--- src/pkg/txsym_pkg.sv ---
// Constants, register map and state codes of the transmit symbol generator.
// Assumes a 16-bit register port and a byte-wide frame data stream.
package txsym_pkg;

  // Register port geometry
  localparam int ADDR_W = 4;
  localparam int DATA_W = 16;
  localparam int CFG_W = 12;

  // Register offsets
  localparam logic [3:0] OFS_SYM0 = 4'h0;
  localparam logic [3:0] OFS_SYM1 = 4'h1;
  localparam logic [3:0] OFS_SYM2 = 4'h2;
  localparam logic [3:0] OFS_SYM3 = 4'h3;
  localparam logic [3:0] OFS_LEN_LOW = 4'h4;
  localparam logic [3:0] OFS_LEN_HIGH = 4'h5;
  localparam logic [3:0] OFS_BURST_LEN = 4'h6;
  localparam logic [3:0] OFS_BURST_CTRL = 4'h7;
  localparam logic [3:0] OFS_FRAME_CTRL = 4'h8;
  localparam logic [3:0] OFS_CFG_LOW = 4'h9;
  localparam logic [3:0] OFS_CFG_HIGH = 4'hA;
  localparam logic [3:0] OFS_CONTROL = 4'hB;
  localparam logic [3:0] OFS_STATUS = 4'hC;

  // Writable bits of each register
  localparam logic [15:0] MASK_LONG_PAT = 16'hFFFF;
  localparam logic [15:0] MASK_SHORT_PAT = 16'h00FF;
  localparam logic [15:0] MASK_LEN_LOW = 16'h00FF;
  localparam logic [15:0] MASK_LEN_HIGH = 16'h0077;
  localparam logic [15:0] MASK_BURST_CTRL = 16'h000F;
  localparam logic [15:0] MASK_FRAME_CTRL = 16'h00FF;
  localparam logic [15:0] MASK_CFG = 16'h0FFF;

  // Field positions
  localparam int FC_LEAD_LSB = 0;
  localparam int FC_TRAIL_LSB = 2;
  localparam int FC_CODE_LSB = 4;
  localparam int BC_EN0 = 0;
  localparam int BC_VAL0 = 1;
  localparam int BC_EN1 = 2;
  localparam int BC_VAL1 = 3;
  localparam int CTRL_START = 0;
  localparam int STAT_BUSY = 0;
  localparam int STAT_UNDERRUN = 1;
  localparam int STAT_SYMBOL = 2;

  // Reset values and codes
  localparam logic [15:0] RST_WORD = 16'h0000;
  localparam logic [3:0] CODE_BITGEN = 4'h0;
  localparam logic [1:0] SEL_NONE = 2'h0;

  // Sequencer states, one-hot
  typedef enum logic [4:0] {
    ST_IDLE = 5'b00001,
    ST_BURST = 5'b00010,
    ST_PAT = 5'b00100,
    ST_DATA = 5'b01000,
    ST_DRAIN = 5'b10000
  } seq_state_t;

endpackage : txsym_pkg

--- src/pkg/byte_stream_if.sv ---
// Byte stream with valid/ready handshake and an end-of-frame mark.
// Assumes one clock shared by both ends.
`timescale 1ns/1ps
`default_nettype none
interface byte_stream_if;
  logic valid;
  logic ready;
  logic last;
  logic [7:0] data;
  modport sender (output valid, output last, output data, input ready);
  modport receiver (input valid, input last, input data, output ready);
endinterface : byte_stream_if
`default_nettype wire

--- src/two_entry_buffer.sv ---
// Two-entry elastic buffer for frame data bytes.
// Assumes the consumer drives ready combinationally from valid.
`timescale 1ns/1ps
`default_nettype none
module two_entry_buffer
(
  // Clock and reset
  input wire logic clock,
  input wire logic rst_n,
  // Filling and draining sides
  byte_stream_if.receiver fillSide,
  byte_stream_if.sender drainSide
);

  logic [8:0] slot_r [2];
  logic wrPtr_r;
  logic rdPtr_r;
  logic [1:0] count_r;
  logic [1:0] count_nxt;
  logic inReady_r;
  logic push;
  logic pop;

  // Handshakes on both sides
  assign push = fillSide.valid && inReady_r;
  assign pop = drainSide.valid && drainSide.ready;
  assign fillSide.ready = inReady_r;
  assign drainSide.valid = (count_r != 2'h0);
  assign drainSide.data = slot_r[rdPtr_r][7:0];
  assign drainSide.last = slot_r[rdPtr_r][8];

  // Occupancy after this cycle
  always_comb
  begin
    count_nxt = count_r;
    if (push && !pop)
    begin
      count_nxt = 2'(count_r + 2'h1);
    end
    else if (pop && !push)
    begin
      count_nxt = 2'(count_r - 2'h1);
    end
  end

  // Pointers and count; ready is a flop so stalls reach the source
  always_ff @(posedge clock)
  begin
    if (!rst_n)
    begin
      wrPtr_r <= 1'b0;
      rdPtr_r <= 1'b0;
      count_r <= 2'h0;
      inReady_r <= 1'b0;
    end
    else
    begin
      if (push)
        wrPtr_r <= !wrPtr_r;
      if (pop)
        rdPtr_r <= !rdPtr_r;
      count_r <= count_nxt;
      inReady_r <= (count_nxt != 2'h2);
    end
  end

  // Storage needs no reset
  always_ff @(posedge clock)
  begin
    if (push)
      slot_r[wrPtr_r] <= {fillSide.last, fillSide.data};
  end

endmodule : two_entry_buffer
`default_nettype wire

--- src/tx_symbol_generator.sv ---
// Transmit symbol generator: wraps coded frame data in protocol symbols.
// Assumes txBitTick is a one-cycle pulse per transmit bit, synchronous.
//
// Contract
// - Four separately programmed symbols can be placed into a frame.
// - Symbols zero and one hold a pattern of up to sixteen bits.
// - Symbols zero and one may add a burst of up to 256 equal bits.
// - Symbols two and three hold at most eight bits and have no burst.
// - The pattern bit at position zero goes out last, higher ones first.
// - Pattern bits above the programmed length are never sent.
// - The frame control register picks which symbols go with a frame.
// - Only symbol zero, one or two may lead the data.
// - Only symbol one, two or three may trail the data.
// - Symbols zero and one share a config set, two and three another.
// - A config set gives bit rate, subcarrier, pulse and envelope.
// - Data is coded bit by bit only when the coding type is zero.
`timescale 1ns/1ps
`default_nettype none
module tx_symbol_generator
(
  // Clock and reset
  input wire logic clock,
  input wire logic rst_n,
  // Register port
  input wire logic [3:0] regAddr,
  input wire logic [15:0] regWrData,
  input wire logic regWrStrobe,
  input wire logic regRdStrobe,
  output logic [15:0] regRdData,
  // Frame data bytes
  input wire logic dataValid,
  input wire logic [7:0] dataByte,
  input wire logic dataLast,
  output logic dataReady,
  // Transmit bit clock
  input wire logic txBitTick,
  // Toward the modulator
  output logic txBit,
  output logic txBitValid,
  output logic txSymbolActive,
  output logic [11:0] txCfg,
  output logic frameBusy
);

  txsym_pkg::seq_state_t state_r;
  logic [15:0] symPat_r [4];
  logic [15:0] lenLow_r;
  logic [15:0] lenHigh_r;
  logic [15:0] burstLen_r;
  logic [15:0] burstCtrl_r;
  logic [15:0] frameCtrl_r;
  logic [15:0] cfgLow_r;
  logic [15:0] cfgHigh_r;
  logic [7:0] cnt_r;
  logic [1:0] symIdx_r;
  logic trailing_r;
  logic haveByte_r;
  logic [7:0] dataSh_r;
  logic [2:0] bitPos_r;
  logic lastByte_r;
  logic underrun_r;
  logic [15:0] regRdData_r;
  logic txBit_r;
  logic txBitValid_r;
  logic txSymbolActive_r;
  logic [11:0] txCfg_r;
  logic frameBusy_r;

  byte_stream_if upIf ();
  byte_stream_if dnIf ();

  logic wrHit;
  logic startReq;
  logic [1:0] leadSel;
  logic [1:0] trailSel;
  logic [3:0] codeType;
  logic [1:0] reqIdx;
  logic reqBurst;
  logic [3:0] reqLen;
  logic [7:0] reqBurstLen;
  txsym_pkg::seq_state_t loadState;
  logic [7:0] loadCnt;
  txsym_pkg::seq_state_t dataState;
  logic [3:0] curLen;
  logic patBit;
  logic burstVal;
  logic [11:0] activeCfg;
  logic pop;
  logic starve;
  logic inSymbol;

  // Incoming bytes pass the two-entry buffer before serialising
  assign upIf.valid = dataValid;
  assign upIf.data = dataByte;
  assign upIf.last = dataLast;
  assign dataReady = upIf.ready;

  two_entry_buffer dataBuf
  (
    .clock(clock),
    .rst_n(rst_n),
    .fillSide(upIf.receiver),
    .drainSide(dnIf.sender)
  );

  // Frame control fields
  assign wrHit = regWrStrobe;
  assign leadSel = frameCtrl_r[txsym_pkg::FC_LEAD_LSB +: 2];
  assign trailSel = frameCtrl_r[txsym_pkg::FC_TRAIL_LSB +: 2];
  assign codeType = frameCtrl_r[txsym_pkg::FC_CODE_LSB +: 4];
  assign startReq = wrHit && (regAddr == txsym_pkg::OFS_CONTROL)
                    && regWrData[txsym_pkg::CTRL_START];

  // Lead codes 1..3 pick symbol 0..2, trail codes 1..3 pick 1..3
  assign reqIdx = (state_r == txsym_pkg::ST_IDLE)
                  ? 2'(leadSel - 2'h1)
                  : trailSel;

  // Length of the symbol being loaded; the short pair has 3-bit fields
  always_comb
  begin
    case (reqIdx)
      2'h0: reqLen = lenLow_r[3:0];
      2'h1: reqLen = lenLow_r[7:4];
      2'h2: reqLen = {1'b0, lenHigh_r[2:0]};
      default: reqLen = {1'b0, lenHigh_r[6:4]};
    endcase
  end

  // Same lookup for the symbol now being sent
  always_comb
  begin
    case (symIdx_r)
      2'h0: curLen = lenLow_r[3:0];
      2'h1: curLen = lenLow_r[7:4];
      2'h2: curLen = {1'b0, lenHigh_r[2:0]};
      default: curLen = {1'b0, lenHigh_r[6:4]};
    endcase
  end

  // Burst exists for the long pair only
  assign reqBurst = !reqIdx[1] && (reqIdx[0]
                    ? burstCtrl_r[txsym_pkg::BC_EN1]
                    : burstCtrl_r[txsym_pkg::BC_EN0]);
  assign reqBurstLen = reqIdx[0] ? burstLen_r[15:8] : burstLen_r[7:0];
  assign loadState = reqBurst ? txsym_pkg::ST_BURST : txsym_pkg::ST_PAT;
  assign loadCnt = reqBurst ? reqBurstLen : {4'h0, reqLen};
  assign dataState = (codeType == txsym_pkg::CODE_BITGEN)
                     ? txsym_pkg::ST_DATA : txsym_pkg::ST_DRAIN;

  // Bit from the pattern, highest used position first
  assign patBit = symPat_r[symIdx_r][cnt_r[3:0]];
  assign burstVal = symIdx_r[0] ? burstCtrl_r[txsym_pkg::BC_VAL1]
                                : burstCtrl_r[txsym_pkg::BC_VAL0];
  assign activeCfg = symIdx_r[1] ? cfgHigh_r[11:0] : cfgLow_r[11:0];
  assign inSymbol = (state_r == txsym_pkg::ST_BURST)
                    || (state_r == txsym_pkg::ST_PAT);

  // Byte fetch: coded data on a tick, dropped data at once
  assign starve = (state_r == txsym_pkg::ST_DATA) && txBitTick
                  && !haveByte_r && !dnIf.valid;
  assign pop = ((state_r == txsym_pkg::ST_DATA) && txBitTick
               && !haveByte_r && dnIf.valid)
               || ((state_r == txsym_pkg::ST_DRAIN) && dnIf.valid);
  assign dnIf.ready = pop;

  // Register writes; a length write completes the symbol definition
  always_ff @(posedge clock)
  begin
    if (!rst_n)
    begin
      for (int i = 0; i < 4; i++)
        symPat_r[i] <= txsym_pkg::RST_WORD;
      lenLow_r <= txsym_pkg::RST_WORD;
      lenHigh_r <= txsym_pkg::RST_WORD;
      burstLen_r <= txsym_pkg::RST_WORD;
      burstCtrl_r <= txsym_pkg::RST_WORD;
      frameCtrl_r <= txsym_pkg::RST_WORD;
      cfgLow_r <= txsym_pkg::RST_WORD;
      cfgHigh_r <= txsym_pkg::RST_WORD;
    end
    else if (wrHit)
    begin
      case (regAddr)
        txsym_pkg::OFS_SYM0:
          symPat_r[0] <= regWrData & txsym_pkg::MASK_LONG_PAT;
        txsym_pkg::OFS_SYM1:
          symPat_r[1] <= regWrData & txsym_pkg::MASK_LONG_PAT;
        txsym_pkg::OFS_SYM2:
          symPat_r[2] <= regWrData & txsym_pkg::MASK_SHORT_PAT;
        txsym_pkg::OFS_SYM3:
          symPat_r[3] <= regWrData & txsym_pkg::MASK_SHORT_PAT;
        txsym_pkg::OFS_LEN_LOW:
          lenLow_r <= regWrData & txsym_pkg::MASK_LEN_LOW;
        txsym_pkg::OFS_LEN_HIGH:
          lenHigh_r <= regWrData & txsym_pkg::MASK_LEN_HIGH;
        txsym_pkg::OFS_BURST_LEN:
          burstLen_r <= regWrData;
        txsym_pkg::OFS_BURST_CTRL:
          burstCtrl_r <= regWrData & txsym_pkg::MASK_BURST_CTRL;
        txsym_pkg::OFS_FRAME_CTRL:
          frameCtrl_r <= regWrData & txsym_pkg::MASK_FRAME_CTRL;
        txsym_pkg::OFS_CFG_LOW:
          cfgLow_r <= regWrData & txsym_pkg::MASK_CFG;
        txsym_pkg::OFS_CFG_HIGH:
          cfgHigh_r <= regWrData & txsym_pkg::MASK_CFG;
        default:
          ;
      endcase
    end
  end

  // Sequencer: each step out of a burst, pattern or data is taken on the tick that sends the last bit
  always_ff @(posedge clock)
  begin
    if (!rst_n)
    begin
      state_r <= txsym_pkg::ST_IDLE;
      cnt_r <= 8'h00;
      symIdx_r <= 2'h0;
      trailing_r <= 1'b0;
      haveByte_r <= 1'b0;
      dataSh_r <= 8'h00;
      bitPos_r <= 3'h0;
      lastByte_r <= 1'b0;
    end
    else
    begin
      case (state_r)
        txsym_pkg::ST_IDLE:
          if (startReq)
          begin
            trailing_r <= 1'b0;
            haveByte_r <= 1'b0;
            if (leadSel != txsym_pkg::SEL_NONE)
            begin
              state_r <= loadState;
              cnt_r <= loadCnt;
              symIdx_r <= reqIdx;
            end
            else
              state_r <= dataState;
          end
        txsym_pkg::ST_BURST:
          if (txBitTick)
          begin
            if (cnt_r == 8'h00)
            begin
              state_r <= txsym_pkg::ST_PAT;
              cnt_r <= {4'h0, curLen};
            end
            else
              cnt_r <= 8'(cnt_r - 8'h01);
          end
        txsym_pkg::ST_PAT:
          if (txBitTick)
          begin
            if (cnt_r != 8'h00)
              cnt_r <= 8'(cnt_r - 8'h01);
            else if (trailing_r)
              state_r <= txsym_pkg::ST_IDLE;
            else
              state_r <= dataState;
          end
        txsym_pkg::ST_DATA:
          if (txBitTick)
          begin
            if (haveByte_r)
            begin
              bitPos_r <= 3'(bitPos_r + 3'h1);
              if (bitPos_r == 3'h7)
              begin
                haveByte_r <= 1'b0;
                if (lastByte_r)
                begin
                  trailing_r <= 1'b1;
                  symIdx_r <= reqIdx;
                  cnt_r <= loadCnt;
                  state_r <= (trailSel != txsym_pkg::SEL_NONE)
                             ? loadState : txsym_pkg::ST_IDLE;
                end
              end
            end
            else if (dnIf.valid)
            begin
              haveByte_r <= 1'b1;
              dataSh_r <= dnIf.data;
              bitPos_r <= 3'h1;
              lastByte_r <= dnIf.last;
            end
          end
        txsym_pkg::ST_DRAIN:
          if (dnIf.valid && dnIf.last)
          begin
            trailing_r <= 1'b1;
            symIdx_r <= reqIdx;
            cnt_r <= loadCnt;
            state_r <= (trailSel != txsym_pkg::SEL_NONE)
                       ? loadState : txsym_pkg::ST_IDLE;
          end
        default:
          state_r <= txsym_pkg::ST_IDLE;
      endcase
    end
  end

  // Bit output toward the modulator, one bit per tick
  always_ff @(posedge clock)
  begin
    if (!rst_n)
    begin
      txBit_r <= 1'b0;
      txBitValid_r <= 1'b0;
    end
    else
    begin
      // Dropped bytes in the drain state must not reach the modulator
      txBitValid_r <= txBitTick && (inSymbol
                      || ((state_r == txsym_pkg::ST_DATA)
                          && (pop || haveByte_r)));
      if (state_r == txsym_pkg::ST_BURST)
        txBit_r <= burstVal;
      else if (state_r == txsym_pkg::ST_PAT)
        txBit_r <= patBit;
      else if (haveByte_r)
        txBit_r <= dataSh_r[bitPos_r];
      else
        txBit_r <= dnIf.data[0];
    end
  end

  // Symbol config follows the set of the symbol on air
  always_ff @(posedge clock)
  begin
    if (!rst_n)
    begin
      txSymbolActive_r <= 1'b0;
      txCfg_r <= 12'h000;
      frameBusy_r <= 1'b0;
    end
    else
    begin
      txSymbolActive_r <= inSymbol;
      frameBusy_r <= (state_r != txsym_pkg::ST_IDLE);
      if (inSymbol)
        txCfg_r <= activeCfg;
    end
  end

  // Underrun is sticky; a new starve wins over a clearing write
  always_ff @(posedge clock)
  begin
    if (!rst_n)
      underrun_r <= 1'b0;
    else if (starve)
      underrun_r <= 1'b1;
    else if (wrHit && (regAddr == txsym_pkg::OFS_STATUS)
             && regWrData[txsym_pkg::STAT_UNDERRUN])
      underrun_r <= 1'b0;
  end

  // Read data stands only in the cycle after the strobe
  always_ff @(posedge clock)
  begin
    if (!rst_n)
      regRdData_r <= txsym_pkg::RST_WORD;
    else if (!regRdStrobe)
      regRdData_r <= txsym_pkg::RST_WORD;
    else
    begin
      case (regAddr)
        txsym_pkg::OFS_SYM0: regRdData_r <= symPat_r[0];
        txsym_pkg::OFS_SYM1: regRdData_r <= symPat_r[1];
        txsym_pkg::OFS_SYM2: regRdData_r <= symPat_r[2];
        txsym_pkg::OFS_SYM3: regRdData_r <= symPat_r[3];
        txsym_pkg::OFS_LEN_LOW: regRdData_r <= lenLow_r;
        txsym_pkg::OFS_LEN_HIGH: regRdData_r <= lenHigh_r;
        txsym_pkg::OFS_BURST_LEN: regRdData_r <= burstLen_r;
        txsym_pkg::OFS_BURST_CTRL: regRdData_r <= burstCtrl_r;
        txsym_pkg::OFS_FRAME_CTRL: regRdData_r <= frameCtrl_r;
        txsym_pkg::OFS_CFG_LOW: regRdData_r <= cfgLow_r;
        txsym_pkg::OFS_CFG_HIGH: regRdData_r <= cfgHigh_r;
        txsym_pkg::OFS_STATUS:
          regRdData_r <= {13'h0000, inSymbol, underrun_r,
                          state_r != txsym_pkg::ST_IDLE};
        default: regRdData_r <= txsym_pkg::RST_WORD;
      endcase
    end
  end

  // Outputs straight from flops
  assign regRdData = regRdData_r;
  assign txBit = txBit_r;
  assign txBitValid = txBitValid_r;
  assign txSymbolActive = txSymbolActive_r;
  assign txCfg = txCfg_r;
  assign frameBusy = frameBusy_r;
endmodule : tx_symbol_generator
`default_nettype wire

--- config.mk ---
export PLATFORM = sky130hd
export DESIGN_NAME = tx_symbol_generator
export DESIGN_NICKNAME = d
export VERILOG_FILES = /design/src/pkg/txsym_pkg.sv /design/src/pkg/byte_stream_if.sv /design/src/two_entry_buffer.sv /design/src/tx_symbol_generator.sv
export SDC_FILE = /design/constraint.sdc
export NUM_CORES = 1
export LEC_CHECK = 0
export BUFFER_PORTS_ARGS = -buffer_cell sky130_fd_sc_hd__buf_2
export CORE_MARGIN = 2
export CORE_UTILIZATION = 55
export CTS_BUF_LIST = sky130_fd_sc_hd__clkbuf_16
export CTS_CLUSTER_DIAMETER = 40
export CTS_CLUSTER_SIZE = 14
export DETAILED_ROUTE_END_ITERATION = 7
export HOLD_SLACK_MARGIN = 0.06
export PLACE_DENSITY = 0.77
export SETUP_SLACK_MARGIN = 0.2
export SKIP_LAST_GASP = 1
export SLEW_MARGIN = 30
export SYNTH_ARGS = -nofsm -noshare
export SYNTH_HDL_FRONTEND = slang
export SYNTH_SLANG_ARGS = --single-unit
--- constraint.sdc ---
create_clock -name clock -period 2.25 [get_ports clock]
set_input_delay 0.1125 -clock clock [delete_from_list [all_inputs] [get_ports clock]]
set_output_delay 0.1125 -clock clock [all_outputs]
set_load 0.02 [all_outputs]
==> Yosys cells after proc, flatten, opt, wreduce, memory -nomap -nowiden <==
Memory sizes are Yosys's and may differ from the RTL's. A register that Yosys moved wholly into a read port is not among the register bits.
Index checks and enable logic that the tools add are counted.
{ "word_totals": {"register_bits": 133, "ram_bits": 82, "inputBits": 35, "elab_cells": 230, "memories": 2} }
{ "mem_list": {"columns": ["memory", "words", "word_bits", "rd", "rd_ports_with_merged_regs", "wr", "line_no", "rtl"], "rows": [
  ["symPat_r", 4, 16, 5, 1, 4, "tx_symbol_generator.sv:46", "logic [15:0] symPat_r [4];"],
  ["dataBuf.slot_r", 2, 9, 1, 1, 1, "two_entry_buffer.sv:15", "logic [8:0] slot_r [2];"]
]} }
{ "classes": {"n_addsub": 5, "n_lt_le_gt_ge": 2, "eq_ne": 36, "n_mux": 97, "n_bitwise": 5, "n_reduce_logical": 57} }
{ "ops": {"columns": ["operator", "n"], "rows": [
  ["$pmux 16 s12", 1],
  ["$mux 8", 13],
  ["$mux 5", 13],
  ["$mux 16", 4],
  ["$mux 1", 40],
  ["$pmux 8 s5", 1],
  ["$pmux 5 s5", 1],
  ["$mux 2", 12],
  ["$pmux 4 s3", 2],
  ["$ne 2x2->1 const B", 11],
  ["$eq 4x4->1 const B", 5],
  ["$logic_and 1x1->1", 17],
  ["$eq 4x3->1 const B", 4],
  ["$reduce_and 2->1", 8],
  ["$mux 12", 1],
  ["$mux 3", 4],
  ["$reduce_bool 2->1", 6],
  ["$reduce_and 11->1", 1],
  ["$reduce_and 10->1", 1],
  ["$eq 4x2->1 const B", 2],
  ["$logic_not 4->1", 2],
  ["$logic_not 8->1", 1],
  ["$reduce_and 8->1", 1],
  ["$reduce_bool 8->1", 1],
  ["other kinds (32)", 50]
]} }

==> Depth between registers and ports, before layout <==
Gate-level depths: netlist (run 1).
{ "logic_depth": {"depth_word": 11, "ltp_mapped": 10, "ltp_nobuf": 8} }

==> Modules after synthesis <==
A second synthesis (run 1) with hierarchy kept.
{ "unflattened": {"cells_unflattened": 989, "area_unflattened_um2": 9854.5} }
{ "by_module_without_submodules": {"columns": ["mod", "instances", "cells_per_inst", "area_per_inst_um2", "seq_area_each_um2"], "rows": [
  ["tx_symbol_generator", 1, 925, 8871.0, 4043.9],
  ["two_entry_buffer", 1, 64, 983.4, 660.6]
]} }

==> Worst setup path before layout (run 1) <==
No wires, ideal clock.
{ "synth_path": {"path_kind": "register to register", "from": "reg state_r[2]", "to": "reg cnt_r[3]", "setup_time_ns": 0.074, "arrival_time_ns": 2.076, "required_time_ns": 2.176, "slack_ns": 0.100, "stages_incl_launch_ff": 9, "n_path_buf": 2, "synth_period_minus_slack_ns": 2.150, "path_cell_list": "dfxtp_1 -> buf_6 -> nor4_4 -> and2_1 -> a21o_1 -> buf_6 -> mux2_4 -> a2111o_1 -> a31oi_1"} }
{ "synth_via": {"elab_chain_cells": 10, "word_cells_on_any_way": 35, "cone_classes": "eq/ne (17); mux (13); reduce/logical (5)"} }
{ "synth_rtl": {"columns": ["element", "line_no", "rtl"], "rows": [
  ["start: declaration", "tx_symbol_generator.sv:45", "txsym_pkg::seq_state_t state_r;"],
  ["start signal: assignment", "tx_symbol_generator.sv:218", "state_r <= txsym_pkg::ST_IDLE;"],
  ["start signal: assignment", "tx_symbol_generator.sv:237", "state_r <= loadState;"],
  ["start signal: assignment", "tx_symbol_generator.sv:242", "state_r <= dataState;"],
  ["$eq 5x1->1", "tx_symbol_generator.sv:115, tx_symbol_generator.sv:229", null],
  ["$mux 2", "tx_symbol_generator.sv:116", "? 2'(leadSel - 2'h1)"],
  ["$eq 2x2->1, or another cell as far along", "tx_symbol_generator.sv:122", "case (reqIdx)"],
  ["$pmux 4 s3 or $logic_and 1x1->1 (tied branches)", "tx_symbol_generator.sv:122, tx_symbol_generator.sv:142", null],
  ["$mux 8", "tx_symbol_generator.sv:147", "assign loadCnt = reqBurst ? reqBurstLen : {4'h0, reqLen};"],
  ["$mux 8", "tx_symbol_generator.sv:274", "if (lastByte_r)"],
  ["$mux 8", "tx_symbol_generator.sv:271", "if (bitPos_r == 3'h7)"],
  ["$mux 8", "tx_symbol_generator.sv:268", "if (haveByte_r)"],
  ["$mux 8", "tx_symbol_generator.sv:266", "if (txBitTick)"],
  ["$pmux 8 s5", "tx_symbol_generator.sv:229", "case (state_r)"],
  ["end signal: assignment", "tx_symbol_generator.sv:238", "cnt_r <= loadCnt;"],
  ["end signal: assignment", "tx_symbol_generator.sv:250", "cnt_r <= {4'h0, curLen};"],
  ["end signal: assignment", "tx_symbol_generator.sv:278", "cnt_r <= loadCnt;"],
  ["end: declaration", "tx_symbol_generator.sv:54", "logic [7:0] cnt_r;"]
]} }
Several ways; a longest one is shown, not always the timed one. The select of a mux whose other input is x is not followed.
A chain may end at the register's enable or synchronous reset.

==> Worst setup path in the final report (run 1) <==
{ "layout_path": {"from": "reg state_r[1]", "to": "reg cnt_r[3]"} }
Same word-level chain as after synthesis.

==> results of run 1 <==
[cells in the final DEF, fill, tap and decap left out, drive strengths merged, types with 7 or more instances in the layout]
master       instances
a211oi              22
a21oi               79
a22oi               30
a31oi               10
a32o                 7
and2                55
and3                 8
buf                148
clkbuf              29
dfxtp              136
dlygate4sd3         27
edfxtp              66
inv                 32
mux2i               49
mux4                19
nand2              145
nand3               36
nor2                82
nor3                16
nor4                 7
o211ai               8
o21ai               29
[registers in the layout (all words and copies together) (netlist names), 5 cells and up, named ones only]
signal / cells
frameCtrl_r: 8
txCfg: 12
lenLow_r: 8
state_r: 5
burstLen_r: 16
regRdData: 16
cfgLow_r: 12
dataBuf.slot_r: 18
cfgHigh_r: 12
lenHigh_r: 6
dataSh_r: 8
cnt_r: 8
symPat_r: 48
[metal layers]
layer  vias to the layer above  global-route usage  routed length [µm]
met5                         -                   0                   0
met2                       481               0.503               13400
li1                       3919                   -                   -
met3                        87              0.0723                2830
met4                         0               0.110                1210
met1                      4075               0.437               11700
[worst reg2reg max path, stage by stage (launching register included)]
cell      delay (ps)
dfxtp_2          330
nor4_4           360
a21oi_1          170
a21o_1           220
buf_6            160
mux2i_1          130
a2111o_1         430
a31oi_1          160
[kinds of logic (layout without fill, tap and decap cells)]
group / Yosys count / count (layout) / share of synthesized area
simple gates: 377 / 377 / 0.184
compound gates: 241 / 241 / 0.170
flops: 202 / 202 / 0.492
buf+inv: 92 / 248 / 0.0384
mux: 71 / 71 / 0.100
xor+xnor: 8 / 8 / 0.00733
fa+ha+maj: 6 / 6 / 0.00786
[where the power goes]
group	internal (mW)	leakage, nW	switching, mW
logic	0.671	2.07	0.851
registers	3.89	1.73	0.118
clock network	2.63	0.462	1.77
[cell type report]
class | instances | share of cell area
clock inverters | 25 | 0.0187
well taps | 225 | 0.0237
clock buffers | 29 | 0.0610
multi-input cells | 703 | 0.390
inverters | 19 | 0.00600
flip-flops and latches | 202 | 0.397
repair buffers | 175 | 0.104
[synth_stat cells, types with 5 or more instances]
cell	instances
mux4_2	19
nand2b_1	6
a222oi_1	6
a32o_1	7
o211ai_1	8
mux2i_1	49
a31oi_1	10
nor2_1	82
o21ai_0	29
nor2b_1	6
a21oi_1	79
and2_1	55
o21a_1	5
clkbuf_1	59
inv_1	18
nand2_1	145
nand3_1	36
a221oi_1	6
and3_1	8
nor4_1	6
dfxtp_1	136
buf_2	5
buf_1	7
a211oi_1	22
a22oi_1	30
nor3_1	15
edfxtp_1	66
ha_1	6
[path summary, 6_finish.rpt]
path,end,slack [ps],cells after the start
setup / recovery,cnt_r[3]$_SDFFE_PN0P_,230,7
hold / removal,cfgHigh_r[0]$_SDFFE_PN0P_,70,4
setup reg to reg,cnt_r[3]$_SDFFE_PN0P_,230,7
hold reg to reg,cfgLow_r[1]$_SDFFE_PN0P_,470,2
[repair_timing]
action                                  in CTS  in global routing
buffers inserted                             4                  7
endpoints found under the setup margin       6                 22
hold buffers                                27                  0
endpoints found under the hold margin       98                  0
gates cloned                                 0                  2
gates resized for setup                      4                 38
pin swaps                                    2                  8
==> qor.yml, run 1 <==
status: "complete, no violations"
drv_slew: 0
post-dp-hpwl_mm: 20.4
period_minus_slack_ps: 2020
dp_cells: 1284
die-area_mm2: 0.0184
power.leakage_nw: 4.26
crit_path_start: "state_r[1]$_SDFFE_PN0P_"
crit_buf_inv: 1
min_path_type: "primary input to flip-flop"
antenna_cells: 0
syn_nets: 1038
synth_edf_count: 66
totalWireLength_mm: 29.2
min_period_over_period: 0.899
setup_tns_ps: 0
peakVddDrop_v: 0.000743
drc: 0
initial_core_util: 0.558
crit_type: "flip-flop to flip-flop"
final_core_util: 0.695
grtUsageTotal: 0.319
nets: 1171
synthFlopType: "dfxtp_1"
multiInputGateArea_mm2: 0.00464
fin_total_pwr_mw: 9.94
fp.dieW_um: 136
vias: 8562
fmax_ghz: 0.494
fill_cells: 1315
max-slew-margin-rel: 0.617
io_buffers: 67
cp_max_fo: 8
slowest_delay_ps: 430
slowest_stage: "a2111o_1"
holdCritStartpoint: "regWrData[0]"
rsz0062_at_grt: "yes"
skew_ps: 8.10
h-tree-depth: 1
first_pass_iters: 8
final-seq-area_mm2: 0.00472
grt_pass1_wl_mm: 45.2
grt_max_degree: 105
fin_area_mm2: 0.0119
endpoint_kind: "flip-flop"
crit_chain: "nor4_4 -> a21oi_1 -> a21o_1 -> buf_6 -> mux2i_1 -> a2111o_1 -> a31oi_1"
cts.clk_slew.worst_paths_ps: 60
clk_path_buf_depth: 3
overflow: 0
finalHoldViolCount: 0
io_pins: 68
async_flop_share: 0
ys_seq_area_frac: 0.492
syn_to_final_growth_pct: 24.4
cts_buffers: 29
place_area_mm2: 0.0104
synth.area.top_cells: "dfxtp_1, edfxtp_1, nand2_1, mux2i_1, mux4_2"
required_ps: 2720
syn_area_per_cell_um2: 9.59
ys_seq_elements: 202
synth_area_mm2: 0.00956
synth_top_area_share: 0.285
syn_inst: 997
grt_pass1_vias: 8008
hold_slack_ps: 73.2
worstMarginPinSlew_ps: 573
p_per_area_mw_per_mm2: 836
gp_congestion: 1.02
setup_slack_ps: 227
fp.coreArea_mm2: 0.0171
synth_cell_type_count: 65
clk_latency_ps: 540
postRouteAntennaNets: 0
rows: 48
yosysWarnings: 0
critPathLaunchType: "flip-flop"
cts_root_buffer: "clkbuf_16"
drt_iter0_markers: 1032
max_cap_violations: 0
critPathTopFamily: "compound AO/OA/AOI/OAI gates"
cts_sinks: 202
drt-vias-per-instance: 6.21
instances_no_fill: 1378
yosysTopAreaCell: "dfxtp_1"
antenna_found_initial: 0
cts_tree: "yes"
worstPathArrival_ps: 2490
drive_above_1_share: 0.225
dpl_worst_slack_ps: 111
finalSetupViolCount: 0
worstReg2RegStart: "state_r[1]$_SDFFE_PN0P_"
fp.dieH_um: 136
post_drt_wl_per_cell_um: 21.2
No activity file was read; power rests on OpenSTA's default activity.
==> run 2, diff against run 1 <==
--- a/config.mk
+++ b/config.mk
@@ -20,3 +20,4 @@
 export SYNTH_ARGS = -nofsm -noshare
 export SYNTH_HDL_FRONTEND = slang
 export SYNTH_SLANG_ARGS = --single-unit
+export TNS_END_PERCENT = 10
==> constraint.sdc (replaced) <==
create_clock -name clock -period 1.75 [get_ports clock]
set_input_delay 0.0875 -clock clock [delete_from_list [all_inputs] [get_ports clock]]
set_output_delay 0.0875 -clock clock [all_outputs]
set_load 0.02 [all_outputs]
==> qor.yml, run 2 (synthesis gave the netlist of run 1 again) <==
postRouteAntennaNets: 0  # unchanged
max-slew-margin-rel: 0.661  # was 0.617
antenna_found_initial: 1  # was 0
fp.dieW_um: 136  # unchanged
min_period_over_period: 1.13  # was 0.899
drt-vias-per-instance: 6.16  # was 6.21
post_drt_wl_per_cell_um: 20.4  # was 21.2 µm
cts_tree: "yes"  # unchanged
layout_commonest_cell: "buf_4"  # was nand2_1
vias: 8966  # was 8562
min_path_type: "primary input to flip-flop"  # unchanged
drc: 0  # unchanged
final_cell_mix: "buf_4, nand2_1, dfxtp_1"  # was nand2_1, dfxtp_1, nor2_1
combinationalPowerShare: 0.179  # was 0.153
overflow: 0  # unchanged
nets: 1252  # was 1171
antenna_cells: 0  # unchanged
required_ps: 2150  # was 2720 ps
reg.largest.list: "symPat_r (48), dataBuf.slot_r (18)"  # unchanged
holdCritStartpoint: "regWrStrobe"  # was regWrData[0]
setup_slack_ps: -229  # was 227 ps
cts.clk_slew.worst_paths_ps: 60  # about the same
violations: "negative setup slack"
dp_cells: 1372  # was 1284
finalHoldViolCount: 0  # unchanged
totalWireLength_mm: 29.6  # was 29.2 mm
gp_congestion: 0.916  # was 1.02
io_buffers: 67  # unchanged
io_pins: 68  # unchanged
clk_path_buf_depth: 3  # unchanged
p_int_mw: 9.10  # was 7.20 mW
cp_max_fo: 10  # was 8
grt_pass1_vias: 8702  # was 8008
top_register: "symPat_r"  # unchanged
drv_slew: 0  # unchanged
drive_above_1_share: 0.273  # was 0.225
finalSetupViolCount: 28  # was 0
cts_root_buffer: "clkbuf_16"  # unchanged
peakVddDrop_v: 0.00118  # was 0.000743 V
fmax_ghz: 0.505  # was 0.494 GHz
grt_max_degree: 51  # was 105
max_cap_violations: 0  # unchanged
swShare: 0.277  # was 0.276
syn_to_final_growth_pct: 31.0  # was 24.4%
drt_iter0_markers: 1050  # was 1032
critPathLaunchType: "flip-flop"  # unchanged
fill_cells: 1177  # was 1315
post-dp-hpwl_mm: 20.9  # was 20.4 mm
min_path_cells: 4  # unchanged
clk_latency_ps: 520  # was 540 ps
worstPathArrival_ps: 2370  # was 2490 ps
worstReg2RegEnd: "txBit$_SDFF_PN0_"  # was cnt_r[3]$_SDFFE_PN0P_
die-area_mm2: 0.0184  # unchanged
r2r_slack_ps: -230  # was 230 ps
status: "complete, but fails checks"  # was complete, no violations
rows: 48  # unchanged
power.leakage_nw: 4.66  # was 4.26 nW
rsz0062_at_grt: "yes"  # unchanged
initial_core_util: 0.558  # unchanged
dpl_worst_slack_ps: -309  # was 111 ps
skew_ps: 16.6  # was 8.10 ps
largest_reg_flops: 48  # unchanged
cts_sinks: 202  # unchanged
grtUsageTotal: 0.325  # was 0.319
reg2reg_depth: 4  # was 7
min_to: "lenLow_r[7]$_SDFFE_PN0P_"  # was cfgHigh_r[0]$_SDFFE_PN0P_
clockPowerShare: 0.414  # was 0.443
fp.coreArea_mm2: 0.0171  # unchanged
p_seq_frac: 0.407  # was 0.403
instances_no_fill: 1456  # was 1378
grt_pass1_wl_mm: 46.4  # was 45.2 mm
first_pass_iters: 5  # was 8
endpoint_kind: "flip-flop"  # unchanged
h-tree-depth: 1  # unchanged
period_minus_slack_ps: 1980  # was 2020 ps
cts_buffers: 27  # was 29
power.switching_mw: 3.49  # was 2.74 mW
worstMarginPinSlew_ps: 495  # was 573 ps
p_per_area_mw_per_mm2: 1010  # was 836 mW/mm²
fp.dieH_um: 136  # unchanged
crit_type: "flip-flop to flip-flop"  # unchanged
run 2: cell types whose count changed in the layout (fill, tap and decap cells not counted), sizes merged:
cell and change:
clkinvlp -3, dlygate4sd3 +4, clkinv +1, clkbuf -2
buf +79, bufinv -1
run 2: per-stage QoR:
stage	instance area (µm²)	utilization	total power, mW	hold WS, ps	TNS, ps
6_report	12500	0.732	12.6	139	-3320
5_1_grt	12500	0.732	13.0	155	-8020
4_1_cts	12400	0.727	12.5	117	-3020
3_5_place_dp	11200	0.654	7.18	280	-5330
3_3_place_gp	11200	0.654	7.14	275	-3690
2_1_floorplan	9630	-	6.31	186	-10980
run 2: worst max path at each step:
stage / start / to / slack [ps] / cells past startpoint
2_1_floorplan: state_r[4]$_SDFFE_PN0P_ / cnt_r[3]$_SDFFE_PN0P_ / -350 / 8
3_3_place_gp: state_r[1]$_SDFFE_PN0P_ / cnt_r[3]$_SDFFE_PN0P_ / -250 / 6
3_5_place_dp: state_r[1]$_SDFFE_PN0P_ / cnt_r[3]$_SDFFE_PN0P_ / -310 / 6
4_1_cts: flip-flop / txBit$_SDFF_PN0_ / -230 / 4
5_1_grt: state_r[2]$_SDFFE_PN0P_ / cnt_r[1]$_SDFFE_PN0P_ / -300 / 8
6_report: flip-flop / txBit$_SDFF_PN0_ / -230 / 4
run 2: power by group through the flow:
| stage | Sequential [mW] | Clock, mW | Combinational [mW] |
|---|---|---|---|
| after floorplan | 5.18 | 0 | 1.13 |
| after global placement | 5.21 | 0 | 1.93 |
| after detailed placement | 5.21 | 0 | 1.96 |
| after CTS | 5.12 | 5.24 | 2.13 |
| after global routing | 5.14 | 5.43 | 2.41 |
| final | 5.13 | 5.22 | 2.25 |
run 2: final cells by class:
| cell class | count | area (µm²) | area share |
|---|---|---|---|
| Clock buffer | 27 | 676 | 0.0540 |
| Clock inverter | 22 | 188 | 0.0150 |
| Inverter | 19 | 71.3 | 0.00570 |
| Multi-Input combinational cell | 703 | 4660 | 0.372 |
| Sequential cell | 202 | 4710 | 0.376 |
| Tap cell | 225 | 282 | 0.0225 |
| Timing Repair Buffer | 258 | 1930 | 0.154 |
run 2: metal layers:
metal	GRT usage	vias to the layer above	share of wire
met5	0	-	0
met4	0.153	0	0.048
met3	0.0459	117	0.079
met2	0.538	502	0.48
met1	0.422	4279	0.39
li1	-	4068	-
run 2: critical path: stages, from the launching register on:
cell and delay [ps]:
dfxtp_4 460, mux4_2 530, mux4_2 540, nor4b_2 260
a311oi_1 60
run 2: timing repair:
item	4_1_cts	5_1_grt
hold buffers	31	0
gates resized for setup	17	14
buffers inserted	2	2
pin swaps	8	6
endpoints found under the hold margin	131	0
setup endpoints to repair	53	53
==> run 3, diff against run 2 <==
--- a/config.mk
+++ b/config.mk
@@ -5,19 +5,20 @@
 export SDC_FILE = /design/constraint.sdc
 export NUM_CORES = 1
 export LEC_CHECK = 0
-export BUFFER_PORTS_ARGS = -buffer_cell sky130_fd_sc_hd__buf_2
 export CORE_MARGIN = 2
 export CORE_UTILIZATION = 55
 export CTS_BUF_LIST = sky130_fd_sc_hd__clkbuf_16
 export CTS_CLUSTER_DIAMETER = 40
 export CTS_CLUSTER_SIZE = 14
 export DETAILED_ROUTE_END_ITERATION = 7
+export DONT_BUFFER_PORTS = 1
 export HOLD_SLACK_MARGIN = 0.06
-export PLACE_DENSITY = 0.77
+export PLACE_DENSITY = 0.73
 export SETUP_SLACK_MARGIN = 0.2
 export SKIP_LAST_GASP = 1
 export SLEW_MARGIN = 30
 export SYNTH_ARGS = -nofsm -noshare
 export SYNTH_HDL_FRONTEND = slang
+export SYNTH_HIERARCHICAL = 1
 export SYNTH_SLANG_ARGS = --single-unit
 export TNS_END_PERCENT = 10
==> qor.yml, run 3 <==
status: "complete, but fails checks"  # unchanged
violations: "negative setup slack"  # unchanged
post-dp-hpwl_mm: 20.7  # was 20.9 mm
crit_cells: 6  # was 4
period_minus_slack_ps: 2130  # was 1980 ps
grt_max_degree: 58  # was 51
min_path_type: "primary input to flip-flop"  # unchanged
p_seq_frac: 0.352  # was 0.407
top_register: "symPat_r"  # unchanged
crit_path_start: "state_r[2]$_SDFFE_PN0P_"
slowest_delay_ps: 600  # was 540 ps
power.switching_mw: 4.83  # was 3.49 mW
layout_commonest_cell: "buf_4"  # unchanged
clk_latency_ps: 560  # was 520 ps
async_flop_share: 0  # unchanged
nets: 1181  # was 1252
reg.largest.list: "symPat_r (48), dataBuf/slot_r (18)"  # was symPat_r (48), dataBuf.slot_r (18)
min_period_over_period: 1.22  # was 1.13
fp.coreArea_mm2: 0.0174  # was 0.0171 mm²
initial_core_util: 0.566  # was 0.558
final-seq-area_mm2: 0.00473  # was 0.00471 mm²
worstReg2RegStart: "state_r[2]$_SDFFE_PN0P_"
io_pins: 68  # unchanged
drv_slew: 0  # unchanged
yosysMostFrequentCell: "dfxtp_1"  # was nand2_1
swShare: 0.313  # was 0.277
cts_sinks: 202  # unchanged
skew_ps: 17.6  # was 16.6 ps
instances_no_fill: 1388  # was 1456
totalWireLength_mm: 32.8  # was 29.6 mm
die-area_mm2: 0.0190  # was 0.0184 mm²
crit_chain: "or4_4 -> nor2_8 -> a31oi_2 -> o221ai_1 -> a21oi_1 -> o311a_1"  # was mux4_2 -> mux4_2 -> nor4b_2 -> a311oi_1
fp.dieH_um: 138  # was 136 µm
grt_pass1_vias: 8595  # was 8702
final_core_util: 0.729  # was 0.732
synth_edf_count: 66  # unchanged
worstMarginPinSlew_ps: 700  # was 495 ps
drive_above_1_share: 0.275  # was 0.273
holdCritStartpoint: "rst_n"  # was regWrStrobe
synthFlopType: "dfxtp_1"  # unchanged
multiInputGateArea_mm2: 0.00502  # was 0.00466 mm²
hold_slack_ps: 71.5  # was 139 ps
cts.clk_slew.worst_paths_ps: 70  # was 60 ps
cts_root_buffer: "clkbuf_16"  # unchanged
crit_type: "flip-flop to flip-flop"  # unchanged
clockPowerShare: 0.364  # was 0.414
largest_reg_flops: 48  # unchanged
max-slew-margin-rel: 0.532  # was 0.661
fmax_ghz: 0.469  # was 0.505 GHz
critPathLaunchType: "flip-flop"  # unchanged
synth_area_mm2: 0.00985  # was 0.00956 mm²
power.leakage_nw: 4.69  # was 4.66 nW
drc: 0  # unchanged
ys_seq_elements: 202  # unchanged
crit_buf_inv: 0  # unchanged
combinationalPowerShare: 0.284  # was 0.179
p_per_area_mw_per_mm2: 1210  # was 1010 mW/mm²
syn_inst: 989  # was 997
required_ps: 2180  # was 2150 ps
fin_total_pwr_mw: 15.4  # was 12.6 mW
ys_seq_area_frac: 0.477  # was 0.492
drt-vias-per-instance: 6.34  # was 6.16
cts_tree: "yes"  # unchanged
fill_cells: 1223  # was 1177
setup_tns_ps: -7690  # was -3320 ps
cts_buffers: 29  # was 27
drt_iter0_markers: 1010  # was 1050
dp_cells: 1276  # was 1372
reg2reg_depth: 6  # was 4
first_pass_iters: 6  # was 5
grt_pass1_wl_mm: 49.0  # was 46.4 mm
r2r_slack_ps: -380  # was -230 ps
yosysTopAreaCell: "dfxtp_1"  # unchanged
io_buffers: 0  # was 67
p_int_mw: 10.6  # was 9.10 mW
endpoint_kind: "flip-flop"  # unchanged
max_cap_violations: 0  # unchanged
min_to: "symPat_r[1][13]$_SDFFCE_PN0P_"  # was lenLow_r[7]$_SDFFE_PN0P_
synth_top_area_share: 0.276  # was 0.285
final_cell_mix: "buf_4, nand2_1, dfxtp_1"  # unchanged
finalHoldViolCount: 0  # unchanged
synth_cell_type_count: 81  # was 65
rows: 48  # unchanged
fp.dieW_um: 138  # was 136 µm
peakVddDrop_v: 0.000914  # was 0.00118 V
syn_to_final_growth_pct: 28.8  # was 31.0%
finalSetupViolCount: 45  # was 28
vias: 8799  # was 8966
synth.area.top_cells: "dfxtp_1, edfxtp_1, mux2i_1, nand2_1, mux4_2"  # was dfxtp_1, edfxtp_1, nand2_1, mux2i_1, mux4_2
syn_nets: 1030  # was 1038
postRouteAntennaNets: 0  # unchanged
post_drt_wl_per_cell_um: 23.6  # was 20.4 µm
gp_congestion: 0.989  # was 0.916
setup_slack_ps: -383  # was -229 ps
syn_area_per_cell_um2: 9.96  # was 9.59 µm²
h-tree-depth: 1  # unchanged
slowest_stage: "or4_4"  # was mux4_2
grtUsageTotal: 0.343  # was 0.325
antenna_found_initial: 1  # unchanged
yosysWarnings: 6  # was 0
overflow: 0  # unchanged
cp_max_fo: 8  # was 10
synth_common_cells: "dfxtp_1, nand2_1, nor2_1"  # was nand2_1, dfxtp_1, nor2_1
min_path_cells: 3  # was 4
rsz0062_at_grt: "yes"  # unchanged
worstPathArrival_ps: 2560  # was 2370 ps
critPathTopFamily: "simple AND/OR/NAND/NOR gates"  # was multiplexers
clk_path_buf_depth: 3  # unchanged
worstReg2RegEnd: "cnt_r[0]$_SDFFE_PN0P_"  # was txBit$_SDFF_PN0_
-- run 3: kinds of logic after synthesis --
group,count (synthesis),share of synthesized area
xor gates and xnor gates,6,0.00724
buffers and inverters,87,0.0424
muxes,103,0.131
DFF,202,0.477
adders and majority gates,8,0.00978
and+or+nand+nor,362,0.181
AOI/OAI and AO/OA,221,0.152
-- run 3: through the flow --
step / area [µm²] / worst slack, ps
floorplan: 9900 / -289
global placement: 10800 / -389
detailed placement: 10800 / -403
CTS: 12400 / -342
global route: 12700 / -433
finish: 12700 / -383
-- run 3: layout make-up --
| class | count | share of cell area |
|---|---|---|
| Tap cell | 225 | 0.0222 |
| Timing Repair Buffer | 190 | 0.131 |
| Clock buffer | 30 | 0.0592 |
| Clock inverter | 23 | 0.0145 |
| Inverter | 16 | 0.00523 |
| Antenna cell | 1 | 0.000197 |
| Multi-Input combinational cell | 701 | 0.396 |
| Sequential cell | 202 | 0.372 |
-- run 3: power by group through the flow --
| stage | registers [mW] | logic (mW) | clock network, mW |
|---|---|---|---|
| 2_1_floorplan | 5.39 | 2.42 | 0 |
| 3_3_place_gp | 5.48 | 3.43 | 0 |
| 3_5_place_dp | 5.48 | 3.47 | 0 |
| 4_1_cts | 5.39 | 3.94 | 5.62 |
| 5_1_grt | 5.45 | 4.63 | 5.83 |
| 6_report | 5.43 | 4.37 | 5.61 |
-- run 3: worst max path at each step --
| stage | end | slack [ps] |
|---|---|---|
| final | cnt_r[0]$_SDFFE_PN0P_ | -380 |
| after global routing | cnt_r[0]$_SDFFE_PN0P_ | -430 |
| after CTS | txBit$_SDFF_PN0_ | -340 |
| after detailed placement | txBit$_SDFF_PN0_ | -400 |
| after global placement | txBit$_SDFF_PN0_ | -390 |
| after floorplan | cnt_r[2]$_SDFFE_PN0P_ | -290 |
-- run 3: layer usage --
layer  routed length, µm  GRT usage  share of wire
met3                3270     0.0676           0.10
met2               15400      0.549           0.47
met1               12600      0.454           0.39
met4                1520      0.152          0.046
met5                   0          0              0
-- run 3: worst register-to-register path, delay by kind of cell, from the launching register on --
kind	cells	cell delay [ps]
and+or+nand+nor	2	860
AOI/OAI and AO/OA	4	820
DFF	1	350
-- run 3: repair_timing --
| action | CTS | global route |
|---|---|---|
| hold buffers | 38 | 0 |
| pin swaps | 16 | 25 |
| setup buffers | 11 | 7 |
| endpoints found under the setup margin | 54 | 137 |
| gates resized for setup | 24 | 62 |
| hold endpoints to repair | 256 | 0 |
| gates cloned | 1 | 1 |
